`src/aidr_pkg.sv`:
```
// aidr_pkg: constants and types of the analog input diagnostic record
// assumes a 40 MHz core clock and a byte-wide record read port
package aidr_pkg;
	// ****************************************
	// timing
	// ****************************************
	localparam int CLK_PERIOD_NS = 25;
	localparam int TICK_PERIOD_NS = 1000; // one microsecond
	localparam int TICK_CYCLES = TICK_PERIOD_NS / CLK_PERIOD_NS;
	localparam logic [5:0] TICK_LAST = 6'(TICK_CYCLES - 1);

	// ****************************************
	// access keys
	// ****************************************
	localparam logic [15:0] RSET_FULL = 16'h0001;
	localparam logic [15:0] RSET_SHORT = 16'h0000;
	localparam logic [15:0] OBJ_FULL = 16'h2f01;
	localparam logic [15:0] OBJ_SHORT = 16'h2f00;
	localparam logic [15:0] SUB_INDEX = 16'h5005;
	localparam logic [7:0] SUB_FIRST = 8'h02;
	localparam logic [7:0] SUB_RSVD_LAST = 8'h11;
	localparam logic [7:0] SUB_STAMP = 8'h13;

	// ****************************************
	// record layout (byte positions)
	// ****************************************
	localparam logic [4:0] BYTE_SUMMARY = 5'h00;
	localparam logic [4:0] BYTE_MODINFO = 5'h01;
	localparam logic [4:0] BYTE_RSVD_ERR = 5'h02;
	localparam logic [4:0] BYTE_EXT = 5'h03;
	localparam logic [4:0] BYTE_KIND = 5'h04;
	localparam logic [4:0] BYTE_BITS = 5'h05;
	localparam logic [4:0] BYTE_COUNT = 5'h06;
	localparam logic [4:0] BYTE_GROUP = 5'h07;
	localparam logic [4:0] BYTE_CH0 = 5'h08;
	localparam logic [4:0] BYTE_STAMP = 5'h10;
	localparam logic [4:0] REC_SHORT_LEN = 5'h04;
	localparam logic [4:0] REC_FULL_LEN = 5'h14;

	// ****************************************
	// constant bytes and field positions
	// ****************************************
	localparam logic [7:0] MODINFO_VAL = 8'h15; // class 0101b, chan info
	localparam logic [7:0] KIND_VAL = 8'h71; // analog input
	localparam logic [7:0] BITS_VAL = 8'h08;
	localparam logic [7:0] COUNT_VAL = 8'h04;
	localparam int SUM_FAIL = 0;
	localparam int SUM_INT = 1;
	localparam int SUM_EXT = 2;
	localparam int SUM_CHAN = 3;
	localparam int SUM_AUX = 4;
	localparam int SUM_PARAM = 7;
	localparam int EXT_BUFOVF = 3;
	localparam int EXT_COMM = 4;
	localparam int CH_PARAM = 0;
	localparam int CH_WIRE = 4;
	localparam int CH_UNDER = 6;
	localparam int CH_OVER = 7;

	// ****************************************
	// types
	// ****************************************
	typedef enum logic [1:0] {
		AIDR_PATH_RSET,
		AIDR_PATH_OBJ,
		AIDR_PATH_SUB
	} aidr_path_e;

	typedef struct packed {
		logic [5:0] presc;
		logic [31:0] ticker;
		logic [7:0] summary;
		logic [7:0] ext;
		logic [3:0][7:0] ch;
		logic [31:0] stamp;
		logic [7:0] rd_data;
		logic rd_ack;
		logic rd_err;
	} aidr_state_s;
endpackage

```
`src/aidr_diag_record.sv`:
```
// aidr_diag_record: diagnostic record of a four-channel analog input
// assumes fault inputs come from logic on core_clk_i
// Behaviour
// RULE1 - no diagnostic interrupt; the record is only read
// RULE2 - on error, light the channel indicator and log it in the record
// RULE3 - record set 01h returns the whole record, 00h the first four bytes
// RULE4 - object 2F01h returns the whole record, 2F00h the first four bytes
// RULE5 - index 5005h, one subindex per field from 02h upward
// RULE6 - summary bits 0..3: module fail, internal, external, channel error
// RULE7 - summary bit 4 aux supply missing, bit 7 parameter error
// RULE8 - module info bits 3..0 hold class 0101b, bits 7..5 zero
// RULE9 - module info bit 4 set since channel bytes are present
// RULE10 - extended byte bit 3 buffer overflow, bit 4 communication error
// RULE11 - channel type byte holds 71h, analog input
// RULE12 - diagnostic bits per channel reads 08h
// RULE13 - channel count reads 04h
// RULE14 - channel group byte bit n marks an error on channel n
// RULE15 - channel byte bit 0 marks a channel parameter error
// RULE16 - channel byte bit 4 marks a wire break
// RULE17 - channel byte bit 6 underflow, bit 7 overflow
// RULE18 - on a new diagnostic event store the microsecond ticker
// RULE19 - ticker starts at zero on power-on, steps once per microsecond
// RULE20 - ticker wraps from all ones to zero
// RULE21 - record is read only; reserved bits and bytes read zero
// RULE22 - channel flag follows groups, groups follow channel bytes
`timescale 1ns/1ps
`default_nettype none
module aidr_diag_record
	import aidr_pkg::*;
(
	input wire logic core_clk_i,
	input wire logic nrst_i,
	input wire logic module_fail_i,
	input wire logic internal_err_i,
	input wire logic external_err_i,
	input wire logic aux_missing_i,
	input wire logic param_err_i,
	input wire logic diag_buf_ovf_i,
	input wire logic comm_err_i,
	input wire logic [3:0] ch_param_err_i,
	input wire logic [3:0] ch_wire_break_i,
	input wire logic [3:0] ch_underflow_i,
	input wire logic [3:0] ch_overflow_i,
	input wire logic rd_req_i,
	input wire aidr_path_e rd_path_i,
	input wire logic [15:0] rd_key_i,
	input wire logic [7:0] rd_sub_i,
	input wire logic [4:0] rd_byte_i,
	output logic rd_ack_o,
	output logic rd_err_o,
	output logic [7:0] rd_data_o,
	output logic [3:0] ch_led_o,
	output logic [31:0] us_ticker_o
);
	aidr_state_s st_r;
	aidr_state_s st_nxt;
	logic [7:0] led_grp;

	// ****************************************
	// helpers
	// ****************************************
	// group byte from the channel bytes
	function automatic logic [7:0] group_of(input logic [3:0][7:0] ch);
		logic [7:0] g;
		g = 8'h00;
		for (int i = 0; i < 4; i++) begin
			g[i] = |ch[i]; // RULE14 RULE22
		end
		return g;
	endfunction

	// one byte of the record by its position
	function automatic logic [7:0] rec_byte(input aidr_state_s s,
		input logic [4:0] idx);
		logic [7:0] b;
		b = 8'h00; // RULE21
		if (idx == BYTE_SUMMARY) begin
			b = s.summary;
		end else if (idx == BYTE_MODINFO) begin
			b = MODINFO_VAL; // RULE8 RULE9
		end else if (idx == BYTE_RSVD_ERR) begin
			b = 8'h00;
		end else if (idx == BYTE_EXT) begin
			b = s.ext;
		end else if (idx == BYTE_KIND) begin
			b = KIND_VAL; // RULE11
		end else if (idx == BYTE_BITS) begin
			b = BITS_VAL; // RULE12
		end else if (idx == BYTE_COUNT) begin
			b = COUNT_VAL; // RULE13
		end else if (idx == BYTE_GROUP) begin
			b = group_of(s.ch);
		end else if (idx >= BYTE_CH0 && idx < BYTE_CH0 + 5'h04) begin
			b = s.ch[idx[1:0]];
		end else if (idx >= BYTE_STAMP && idx < REC_FULL_LEN) begin
			b = s.stamp[8 * idx[1:0] +: 8];
		end
		return b;
	endfunction

	// ****************************************
	// next state
	// ****************************************
	// ticker, fault capture, read answer
	always_comb begin
		logic [7:0] grp;
		logic [47:0] flags_old;
		logic [47:0] flags_new;
		logic [4:0] idx;
		logic hit;
		grp = 8'h00;
		flags_old = '0;
		flags_new = '0;
		idx = 5'h00;
		hit = 1'b0;
		st_nxt = st_r;
		// microsecond ticker
		if (st_r.presc == TICK_LAST) begin
			st_nxt.presc = 6'h00;
			st_nxt.ticker = st_r.ticker + 32'h1; // RULE19 RULE20
		end else begin
			st_nxt.presc = st_r.presc + 6'h01;
		end
		// per channel bytes, reserved bits zero
		for (int i = 0; i < 4; i++) begin
			st_nxt.ch[i] = 8'h00;
			st_nxt.ch[i][CH_PARAM] = ch_param_err_i[i]; // RULE15
			st_nxt.ch[i][CH_WIRE] = ch_wire_break_i[i]; // RULE16
			st_nxt.ch[i][CH_UNDER] = ch_underflow_i[i]; // RULE17
			st_nxt.ch[i][CH_OVER] = ch_overflow_i[i]; // RULE17
		end
		grp = group_of(st_nxt.ch);
		// summary byte
		st_nxt.summary = 8'h00;
		st_nxt.summary[SUM_FAIL] = module_fail_i; // RULE6
		st_nxt.summary[SUM_INT] = internal_err_i; // RULE6
		st_nxt.summary[SUM_EXT] = external_err_i; // RULE6
		st_nxt.summary[SUM_CHAN] = |grp; // RULE6 RULE22
		st_nxt.summary[SUM_AUX] = aux_missing_i; // RULE7
		st_nxt.summary[SUM_PARAM] = param_err_i; // RULE7
		// extended byte
		st_nxt.ext = 8'h00;
		st_nxt.ext[EXT_BUFOVF] = diag_buf_ovf_i; // RULE10
		st_nxt.ext[EXT_COMM] = comm_err_i; // RULE10
		// a newly raised flag timestamps the record
		flags_old = {st_r.summary, st_r.ext, st_r.ch};
		flags_new = {st_nxt.summary, st_nxt.ext, st_nxt.ch};
		if (|(flags_new & ~flags_old)) begin
			st_nxt.stamp = st_r.ticker; // RULE18
		end
		// read decode, answered next cycle
		st_nxt.rd_ack = rd_req_i;
		if (rd_req_i) begin
			case (rd_path_i)
				AIDR_PATH_RSET: begin
					idx = rd_byte_i;
					hit = (rd_key_i == RSET_FULL && idx < REC_FULL_LEN) ||
						(rd_key_i == RSET_SHORT && idx < REC_SHORT_LEN); // RULE3
				end
				AIDR_PATH_OBJ: begin
					idx = rd_byte_i;
					hit = (rd_key_i == OBJ_FULL && idx < REC_FULL_LEN) ||
						(rd_key_i == OBJ_SHORT && idx < REC_SHORT_LEN); // RULE4
				end
				AIDR_PATH_SUB: begin
					if (rd_key_i == SUB_INDEX) begin
						if (rd_sub_i >= SUB_FIRST && rd_sub_i <= SUB_RSVD_LAST) begin
							idx = 5'(rd_sub_i - SUB_FIRST); // RULE5
							hit = 1'b1;
						end else if (rd_sub_i == SUB_STAMP) begin
							idx = BYTE_STAMP + {3'h0, rd_byte_i[1:0]}; // RULE5
							hit = 1'b1;
						end
					end
				end
				default: begin
					hit = 1'b0;
				end
			endcase
			st_nxt.rd_err = ~hit;
			st_nxt.rd_data = hit ? rec_byte(st_r, idx) : 8'h00;
		end
	end

	// ****************************************
	// state register
	// ****************************************
	// all state in one register
	always_ff @(posedge core_clk_i or negedge nrst_i) begin
		if (!nrst_i) begin
			st_r <= '0; // RULE19
		end else begin
			st_r <= st_nxt;
		end
	end

	// outputs; no interrupt output exists
	assign rd_ack_o = st_r.rd_ack; // RULE1
	assign rd_err_o = st_r.rd_err;
	assign rd_data_o = st_r.rd_data;
	assign led_grp = group_of(st_r.ch);
	assign ch_led_o = led_grp[3:0]; // RULE2
	assign us_ticker_o = st_r.ticker;
endmodule // aidr_diag_record
`default_nettype wire

```
`config.mk`:
```
export PLATFORM = sky130hd
export DESIGN_NAME = aidr_diag_record
export DESIGN_NICKNAME = d
export VERILOG_FILES = /design/src/aidr_pkg.sv /design/src/aidr_diag_record.sv
export SDC_FILE = /design/constraint.sdc
export NUM_CORES = 1
export LEC_CHECK = 0
export BUFFER_PORTS_ARGS = -buffer_cell sky130_fd_sc_hd__buf_2
export CORE_MARGIN = 2
export CORE_UTILIZATION = 60
export DETAILED_ROUTE_END_ITERATION = 8
export PLACE_DENSITY = 0.83
export SKIP_CTS_REPAIR_TIMING = 1
export SLEW_MARGIN = 0
export SYNTH_ARGS = -nofsm -noshare
export SYNTH_HDL_FRONTEND = slang
export SYNTH_SLANG_ARGS = --single-unit
```
`constraint.sdc`:
```
create_clock -name core_clk_i -period 6.4 [get_ports core_clk_i]
set_input_delay 1.28 -clock core_clk_i [delete_from_list [all_inputs] [get_ports core_clk_i]]
set_output_delay 1.28 -clock core_clk_i [all_outputs]
set_load 0.03 [all_outputs]
```
# Word level (Yosys, flattened, before mapping)
# Index checks and enable logic that the tools add are counted.
# Widths: inputs -> output; s select.
[totals]
register_bits = 104
in_bits = 57
word_cells = 87
[op_classes]
n_addsub = 4
magnitude_cmp = 9
n_eq_ne = 15
shift = 1
muxes = 24
bitwise_logic = 3
n_reduce_logical = 19
[op_table]
columns = ["cell", "count"]
rows = [
  ["$mux 8", 12],
  ["$and 48x48->48", 1],
  ["$not 48->48", 1],
  ["$reduce_or 48->1", 1],
  ["$add 32x1->32 const B", 1],
  ["$eq 16x14->1 const B", 2],
  ["$shiftx 32x6->8", 1],
  ["$eq 5x3->1 const B", 4],
  ["$mux 5", 4],
  ["$bmux 8 s2", 1],
  ["$eq 16x1->1 const B", 1],
  ["$eq 16x15->1 const B", 1],
  ["$logic_not 16->1", 1],
  ["$reduce_or 16->1", 1],
  ["$reduce_or 4->1", 4],
  ["$eq 5x2->1 const B", 2],
  ["$lt 5x5->1 const B", 2],
  ["$pmux 5 s2", 1],
  ["$eq 8x5->1 const B", 1],
  ["$ge 8x2->1 const B", 1],
  ["$le 8x5->1 const B", 1],
  ["$logic_and 1x1->1", 7],
  ["$add 6x1->6 const B", 1],
  ["$eq 6x6->1 const B", 1],
  ["18 further kinds", 22],
]

# Depth between registers and ports, before layout
# Gate-level depths: netlist of run 1.
[logic_depth]
depth_word = 19
mapped_depth = 11
depth_no_buf = 9

# Least setup slack after synthesis of run 1
# OpenSTA, ideal clock, no wires.
[synth_timing]
path_type = "input -> register"
startpoint = "input port rd_sub_i[2]"
endpoint = "register st_r, in the netlist rd_data_o[4]"
setup_time_ns = 0.122
arrival_ns = 3.362
t_required_ns = 6.278
path_slack_ns = 2.916
cell_stages = 8
n_path_buf = 0
path_cell_list = "or4_1 nand2_1 nor3_4 a22oi_4 mux2_4 a222oi_1 o221ai_1 a32o_1"
[synth_between]
elab_chain_cells = 19
[synth_rtl]
columns = ["item", "line", "rtl"]
rows = [
  ["start, declared", "aidr_diag_record.sv:47", "input wire logic [7:0] rd_sub_i,"],
  ["parallel branches: the longest is 18 deep, another holds $ge 8x2->1", "--", ""],
  ["$mux 8 (*)", "aidr_diag_record.sv:181", "st_nxt.rd_data = hit ? rec_byte(st_r, idx) : 8'h00;"],
  ["end signal, assigned", "aidr_diag_record.sv:193", "st_r <= st_nxt;"],
  ["end, declared", "aidr_diag_record.sv:55", "aidr_state_s st_r;"],
]
# Every way passes the cells marked *. The select of a mux whose other input is x is not followed.
# A chain may end at the register's enable or synchronous reset.

# Worst setup path after layout of run 1
# Same ends and word-level chain as after synthesis.

==> impl_results.md, run 1 <==
* Post-synth EDFFs at 0
* Hold slack at 491.6 ps
* Critical path capture point type: flop
* Worst VDD drop at 0.0001424 V
* GRT Total Usage at 26.47%
* Synth warn at 0
* Critical Path Stages at 9
* Top_reg_cell synth: dfrtp_1
* Clock tree root buffer cell: clkbuf_8
* Rows at 34
* Worst-path clk slew at 90 ps
* Final setup fails at 0
* Largest area contributor in the netlist: dfrtp_1
* Worst setup SP type: input pin
* Share of cells above drive strength 1 at 30.54%
* Hold Crit Depth at 2
* Via density at 5.961
* Dpl hpwl at 9157 µm
* Clock buffer depth at 2
* Critical-path top delay cell: a22oi_4
* Crit-path max FO at 37
* Vias in the first global route at 4,036
* Core footprint at between 8000 and 9000 µm²
* H-tree level count at 3
* TritonCTS sink count at between 100 and 150
* Largest net degree at the start of global routing at 76
* Die Height at 98.18 µm
* First-pass GRT wire length at 20,400 µm
* Distinct cells, synth at between 50 and 60
* Max cap viols at 0
* Mapped Avg Cell Area at 10.75 µm²
* Final Critical Period at around 4000 ps
* Worst-Margin Slew at about 1100 ps
* Fillers at 712
* Most frequent cells in the layout: dfrtp_1, buf_2, mux2_2
* Register area at 2603 µm²
* R2r worst-path depth at 8
* Period utilization at 62.24%
* DRT Pass-1 Iters at 5
* Cell count after placement at 653
* Static Leak at 0.002911 µW
* Delay-heaviest family, CP: compound AO/OA/AOI/OAI gates
* FF-to-FF setup slack at 3390 ps
* Area of the multi-input gates at 2217 µm²
* # port buffers at 102
* Layout Utilization at 67.00%
* Flops & latches, synth at 104
* Top-level port count at just over 100
* Crit Path Class: in -> reg
* Share of the synthesized area in the top cell type at between 40% and 50%
* Async S/R FF share, synth at 100.0%
* WL final at 12,100 µm
* RePlAce Congestion at 0.9019
* Ranking of synthesized cells by area: dfrtp_1, mux2_2, buf_4
* Post-route ant nets at 0
* Clk Latency, worst-skew pair at 380 ps
* Clock Skew at approximately 12 ps
* Worst endpoint data arrival time at approximately 4300 ps
* Grt total ovfl at 0
* Num CTS Buffers at 9
* Initial antenna violation count at 0
* Post-Synthesis Cells at 495
* Ant diodes at 0
* Max_slew headroom at 27.12%
* Chip Width at just under 100 µm
* Fin cells at 668
* Fin. max-slew vios at 0
* Largest stage delay on the critical path at 900 ps
* Outcome: complete, no violations
* Post-route DRC at 0
* Syn Nets at 555
* Area delta synth->final at 9.264%
* Min-Delay Path Class: reg -> reg
* Crit-path cells: buf_2 > or4_1 > nand2_1 > nor3_4 > a22oi_4 > mux2_4 > a222oi_1 > o221ai_1 > a32o_1
* Post-synthesis sequential area ratio at 48.91%
* Final hold vios at 0
* Nets at 616
* Sum Neg Setup Slack at 0 ps
* CTS tree: built
* Most common cell after layout, fill and taps aside: dfrtp_1
* Die ar. at 9638 µm²
* RSZ-0062 raised after global routing: no
* Critical path required time at 6670 ps
* F_max at ~0.25 GHz
* Via count at 3,982
* Buf/Inv on CP at 1
* Power Dens Cells at 203.4 nW/µm²
* WL/cell at around 18 µm
* Post-Syn Area at 5321 µm²
* DR iter-0 viols at approximately 260
* Starting Density at 61.32%
[through the flow]
stage	total power, µW	cell area (µm²)	setup WS (ps)
after floorplan	728.9	5321	2916
after global routing	1234	5814	2284
after global placement	777.3	5614	2150
final	1183	5814	2417
after CTS	1189	5814	2451
after detailed placement	779.4	5614	2064
[layout make-up]
class,instances,share of cell area [%]
repair buffers,104,9.081
well taps,108,2.324
clock inverters,6,1.313
flip-flops and latches,104,44.76
multi-input cells,302,38.13
inverters,35,2.260
clock buffers,9,2.130
[per-layer routing]
layer | vias up | wire [µm] | GRT usage [%]
met5 | - | 0 | 0
met4 | 0 | 259 | 7.271
met3 | 24 | 751 | 6.586
met2 | 156 | 5772 | 42.73
met1 | 1968 | 5320 | 36.17
li1 | 1834 | - | -
[synth_stat cells (5+ instances only)]
cell	count
dfrtp_1	104
buf_4	41
mux2_2	41
inv_1	35
nand2_1	31
nor2_1	31
xnor2_1	26
nand3_1	23
o21ai_0	13
a21oi_1	11
nor4_1	11
mux2i_1	10
nand4_1	10
o22ai_1	10
xor2_1	10
clkbuf_1	9
and3_1	6
and4_1	5
nor3_1	5
or4_1	5
[cells by family after synthesis]
family / after synthesis / share of synthesized area (%)
and+or+nand+nor: 141 / 14.70
DFF: 104 / 48.91
buffers and inverters: 89 / 9.499
AOI/OAI and AO/OA: 70 / 9.429
muxes: 52 / 10.84
xor gates and xnor gates: 36 / 5.925
adders and majority gates: 3 / 0.7055
[tightest hold or removal path, stage by stage (launching register included)]
cell	delay, ps
dfrtp_1	350
nor2_1	40
nor2_1	70
[final timing paths]
check                       startpoint              end
setup / recovery           rd_sub_i[2]     rd_data_o[4]
min in group asynchronous       nrst_i        st_r[126]
max in group asynchronous       nrst_i     rd_data_o[2]
hold / removal                rd_err_o         rd_err_o
setup reg to reg             st_r[122]  us_ticker_o[31]
hold reg to reg               rd_err_o         rd_err_o
[state kept, by name, summed over array words and instances, names as in the netlist]
register,count
st_r,62
us_ticker_o,32
rd_data_o,8
rd_ack_o,1
rd_err_o,1
[where the power goes]
group	total [µW]	leakage, µW	switching, µW	internal [µW]
Sequential	671	0.00137	6.60	664
Combinational	96.6	0.00144	60.8	35.7
Clock	415	0.000102	231	185
(Power assumes the default switching activity.)
==> inputs of run 2 (changes only) <==
--- a/config.mk
+++ b/config.mk
@@ -5,11 +5,12 @@
 export SDC_FILE = /design/constraint.sdc
 export NUM_CORES = 1
 export LEC_CHECK = 0
+export ABC_AREA = 1
 export BUFFER_PORTS_ARGS = -buffer_cell sky130_fd_sc_hd__buf_2
 export CORE_MARGIN = 2
-export CORE_UTILIZATION = 60
+export CORE_UTILIZATION = 51
 export DETAILED_ROUTE_END_ITERATION = 8
-export PLACE_DENSITY = 0.83
+export PLACE_DENSITY = 0.74
 export SKIP_CTS_REPAIR_TIMING = 1
 export SLEW_MARGIN = 0
 export SYNTH_ARGS = -nofsm -noshare
==> constraint.sdc (replaced) <==
create_clock -name core_clk_i -period 3.6 [get_ports core_clk_i]
set_input_delay 0.72 -clock core_clk_i [delete_from_list [all_inputs] [get_ports core_clk_i]]
set_output_delay 0.72 -clock core_clk_i [all_outputs]
set_load 0.03 [all_outputs]
==> impl_results.md, run 2 <==
* Crit Path Class: reg -> out
* Worst VDD drop at 0.0001721 V
* Post-Syn Area at 5610 µm²
* Post-route DRC at 0
* Vias in the first global route at between 4,000 and 5,000
* Distinct cells, synth at 38
* Top-count cell post-synth: nand2_1
* Worst-Margin Slew at 776.6 ps
* RePlAce Congestion at slightly below 1
* Sequential power share at 59.2%
* Clock power frac at 32.2%
* FF-to-FF setup slack at 1310 ps
* Fin. max-slew vios at 0
* Final Critical Period at ~2400 ps
* F_max at about 0.42 GHz
* Worst setup SP type: flop
* Ant diodes at 0
* TritonCTS sink count at 104
* Grt met1 use at 29.88%
* Net Sw Frac at approximately a quarter
* DRT Pass-1 Iters at 5
* Final Cell Area at 6152 µm²
* Power Dens Cells at 326.8 nW/µm²
* Area of the multi-input gates at 2251 µm²
* Rows at 38
* Critical path required time at 2880 ps
* Critical path capture point type: output port
* Max_slew headroom at 48.23%
* Die ar. at ~12,000 µm²
* Post-route ant nets at 0
* Die Height at between 100 and 150 µm
* Layout Utilization at roughly 57%
* Post-synthesis sequential area ratio at 46.39%
* GRT Total Usage at 22.69%
* Final hold vios at 0
* Worst endpoint data arrival time at 1640 ps
* Post-synth top cells: nand2_1, dfrtp_1, inv_1, nor2_1, buf_4
* Core footprint at approximately 11,000 µm²
* Sum Neg Setup Slack at 0 ps
* Register area at 2603 µm²
* First-pass GRT wire length at 20,940 µm
* Share of the synthesized area in the top cell type at 46.39%
* Largest register FFs at 62
* R2r worst-path depth at 13
* Total net switching power at between 500 and 600 µW
* Ranking of synthesized cells by area: dfrtp_1, nand2_1, inv_1
* CTS tree: built
* # port buffers at 102
* WL/cell at roughly 14 µm
* RSZ-0062 raised after global routing: no
* Grt total ovfl at 0
* Initial antenna violation count at 0
* Clk Latency, worst-skew pair at 380 ps
* Period utilization at 65.60%
* Nets at 833
* Worst R2R Start: st_r[122]
* Crit-path max FO at 3
* H-tree level count at 3
* Post-Synthesis Cells at 704
* Via count at about 4,600
* DR iter-0 viols at between 200 and 250
* Fillers at 996
* Cell count after placement at ~900
* Register name with the most flops: st_r
* Post-synth EDFFs at 0
* Worst-path clk slew at 90 ps
* Starting Density at 51.98%
* Worst R2R End: us_ticker_o[29]
* Syn Nets at 764
* Clock tree root buffer cell: clkbuf_8
* Flops & latches, synth at 104
* Outcome: complete, no violations
* Chip Width at roughly 110 µm
* Fin cells at 916
* CP Launch Point: st_r[42]
* Clock Skew at 13.11 ps
* Area after DPL at 5991 µm²
* Area delta synth->final at 9.657%
* Comb power frac at under 10%
* Most common cell after layout, fill and taps aside: nand2_1
* Min-Delay Path Class: in -> async
* Synth warn at 0
* Via density at 5.051
* Top-level port count at about 100
* Top_reg_cell synth: dfrtp_1
* WL final at around 13,000 µm
* Clock buffer depth at 2
* Async S/R FF share, synth at 100.0%
* Largest area contributor in the netlist: dfrtp_1
* Met2 Usage GRT at 38.11%
* Hold slack at 410.6 ps
* Mapped Avg Cell Area at 7.969 µm²
* Share of cells above drive strength 1 at 20.49%
* Max cap viols at 0
* Critical Path Sink: ch_led_o[0]
* Met3 usage at 3.407%
* Internal power at 1499 µW
* Num CTS Buffers at 9
* Dpl hpwl at roughly 10000 µm
* Final setup fails at 0
* Static Leak at 0.003297 µW
* GRT busiest layer: met2
* Largest net degree at the start of global routing at 65
* Most frequent cells in the layout: nand2_1, dfrtp_1, buf_2
[run 2: cell types whose count changed in the layout (fill, tap and decap cells not counted), moves of 6 or more]
cell | before | now
nand2_1 | 31 | 176
inv_1 | 35 | 99
mux2_2 | 41 | 0
nor2_1 | 31 | 64
o21ai_1 | 1 | 26
xnor2_1 | 26 | 5
xor2_1 | 10 | 28
inv_2 | 0 | 13
a21oi_1 | 10 | 21
mux2i_1 | 10 | 0
nor2_2 | 0 | 7
nand2_2 | 0 | 6
nand3_1 | 23 | 29
[run 2: metrics by stage]
stage	setup slack (ps)	power [µW]
2_1_floorplan	1404	1292
3_3_place_gp	984.2	1380
3_5_place_dp	899.0	1385
4_1_cts	1246	2023
5_1_grt	1024	2093
6_report	1238	2011
[run 2: worst min path at each step]
stage	startpoint	end	slack, ps	cells past startpoint
after global placement	st_r[122]	st_r[122]	440	1
after detailed placement	st_r[122]	st_r[122]	460	1
after floorplan	nrst_i	rd_ack_o	420	0
after CTS	nrst_i	rd_data_o[1]	430	1
after global routing	diag_buf_ovf_i	st_r[77]	450	1
final	nrst_i	rd_err_o	410	1
[run 2: power by group through the flow]
stage	sequential [µW]	clock, µW	combinational [µW]
floorplan	1210	0	80.1
global placement	1210	0	166
detailed placement	1210	0	171
CTS	1190	660	172
global route	1190	707	194
finish	1190	648	171
[run 2: area by class of cell]
cell class	instances	share of cell area, %
clock buffers	11	2.298
flip-flops and latches	104	42.30
inverters	113	6.935
repair buffers	105	8.705
multi-input cells	440	36.59
well taps	140	2.847
clock inverters	3	0.3254
[run 2: routing by layer]
layer,part of all wire (%),vias up
met3,4.5,19
met5,0,-
met1,45,2154
li1,-,2324
met2,49,130
met4,1.7,0
[run 2: kinds of logic after synthesis]
kind of cell / synth area share (%)
AND/OR/NAND/NOR: 27.14
buffers and inverters: 13.49
flip-flops: 46.39
AO/OA/AOI/OAI: 7.159
XOR/XNOR: 5.152
adder cells (fa/ha/maj): 0.6691
[run 2: worst max-delay path, stage by stage, from the launching register on]
cell	delay (ps)
dfrtp_1	410
nor4_1	570
inv_1	90
buf_2	200
==> inputs of run 3 (changes only) <==
==> constraint.sdc (replaced) <==
create_clock -name core_clk_i -period 2 [get_ports core_clk_i]
set_input_delay 0.4 -clock core_clk_i [delete_from_list [all_inputs] [get_ports core_clk_i]]
set_output_delay 0.4 -clock core_clk_i [all_outputs]
set_load 0.03 [all_outputs]
==> impl_results.md, run 3 (synthesis gave the netlist of run 2 again) <==
* Crit Path Class: reg -> reg
* Post-route DRC at 0
* DR iter-0 viols at 240
* Largest stage delay on the critical path at about 370 ps
* Most common cell after layout, fill and taps aside: nand2_1
* Num CTS Buffers at 9
* Clock tree root buffer cell: clkbuf_8
* WL final at 14,120 µm
* Via density at approximately 5
* CTS tree: built
* WL/cell at ~14 µm
* Critical path required time at roughly 2300 ps
* Static Leak at 0.003880 µW
* Clock Skew at 16.38 ps
* RSZ-0062 raised after global routing: yes
* Final hold vios at 0
* Largest net degree at the start of global routing at 70
* GRT Total Usage at 24.63%
* Period utilization at 105.7%
* Max_slew headroom at between 40 and 50%
* Worst R2R Start: st_r[122]
* Power Dens Cells at 574.9 nW/µm²
* Worst setup SP type: flop
* Pre-CTS WS at -259.0 ps
* Final Critical Period at 2114 ps
* Final WS setup at -114.3 ps
* Starting Density at about half
* Rows at 38
* Grt total ovfl at 0
* # port buffers at slightly above 100
* Worst endpoint data arrival time at 2410 ps
* Largest register FFs at 62
* First-pass GRT wire length at 22,660 µm
* Min-Delay Path Class: in -> reg
* Sum Neg Setup Slack at -417.4 ps
* Clk Latency, worst-skew pair at about 400 ps
* Vias in the first global route at 4,927
* Critical-path top delay cell: dfrtp_1
* F_max at 0.4730 GHz
* Clock buffer depth at 2
* Initial antenna violation count at 0
* Dpl hpwl at 10,610 µm
* Ant diodes at 0
* Critical path capture point type: flop
* Max cap viols at 0
* Via count at 5,026
* Chip Width at about 110 µm
* Hold Startpoint: aux_missing_i
* Die ar. at around 12,000 µm²
* Share of cells above drive strength 1 at 30.66%
* Failing checks: setup timing
* Outcome: finished with violations
* CP Launch Point: st_r[122]
* Worst-path clk slew at 110 ps
* Register area at approximately 2600 µm²
* Top-level port count at 103
* Core footprint at 10,790 µm²
* Worst VDD drop at just under 0.0006 V
* Register name with the most flops: st_r
* Crit-path max FO at 5
* Post-route ant nets at 0
* RePlAce Congestion at ~0.93
* Fin. max-slew vios at 0
* Area of the multi-input gates at roughly 2400 µm²
* H-tree level count at 3
* Area delta synth->final at 26.25%
* Critical Path Most Common Cell: nor2_4
* Worst-Margin Slew at between 800 and 900 ps
* Nets at between 900 and 1,000
* Fillers at 917
* Final setup fails at 11
* Crit-path cells: ha_2 > nand2_2 > inv_2 > nand4_4 > nor2_4 > nand3_4 > nor2_4 > nand3_4 > nor3_4 > nand2_2 > nor2_4 > nand4_1 > xor2_1
* TritonCTS sink count at 104
* DRT Pass-1 Iters at 5
* Most frequent cells in the layout: nand2_1, dfrtp_1, buf_2
* Die Height at roughly 110 µm
## run 3: cell types whose count changed in the layout (fill, tap and decap cells not counted), moves of 3 or more
cell     previous run  this run
nor2_4              3         7
nand3_4             1         4
nor2_1             64        59
nand2_1           176       170
buf_6               0         5
buf_4               4        79
nand2_4             0         4
nand3_1            29        26
buf_12              0         3
## run 3: final timing paths
| kind | to | slack [ps] | depth (start not counted) |
|---|---|---|---|
| worst max-delay path | us_ticker_o[29] | -110 | 13 |
| worst min-delay path | st_r[86] | 130 | 1 |
| worst max register to register | us_ticker_o[29] | -110 | 13 |
| worst min register to register | rd_data_o[2] | 490 | 2 |
| max in group asynchronous | st_r[72] | 1060 | 3 |
| min in group asynchronous | rd_data_o[0] | 370 | 2 |
## run 3: metal layers
layer	track usage [%]	wire, µm	up-vias
met5	0	0	-
met4	6.593	169	0
met3	6.037	681	13
met2	42.06	7062	123
met1	31.25	6205	2397
li1	-	-	2493
## run 3: worst max-delay path: cells and delay by family, from the launching register on
| kind | cells | cell delay (ps) |
|---|---|---|
| xor+xnor | 1 | 160 |
| fa+ha+maj | 1 | 190 |
| buf+inv | 1 | 80 |
| flops | 1 | 370 |
| simple gates | 10 | 1210 |
## run 3: layout make-up
type | instances | share of cell area, %
Sequential cell | 104 | 36.74
Clock inverter | 6 | 1.360
Inverter | 113 | 6.024
Multi-Input combinational cell | 440 | 34.23
Timing Repair Buffer | 188 | 17.22
Tap cell | 140 | 2.473
Clock buffer | 10 | 1.943
## run 3: metrics by stage
stage / hold slack, ps / total power, µW / util [%] / instances / cell area, µm²
global route: 113.9 / 4230 / 65.63 / 1001 / 7083
finish: 133.8 / 4072 / 65.63 / 1001 / 7083
CTS: -202.3 / 4095 / 62.81 / 986 / 6779
global placement: 218.4 / 2554 / 60.64 / 970 / 6545
floorplan: 104.4 / 2326 / - / 704 / 5617
detailed placement: 221.2 / 2564 / 60.64 / 970 / 6545
## run 3: power breakdown
group	switching (µW)	internal (µW)	leakage, µW	total, µW
clock network	777	757	0.000115	1530
registers	19.8	2130	0.00137	2150
logic	227	166	0.00240	392
total	1020	3050	0.00388	4070
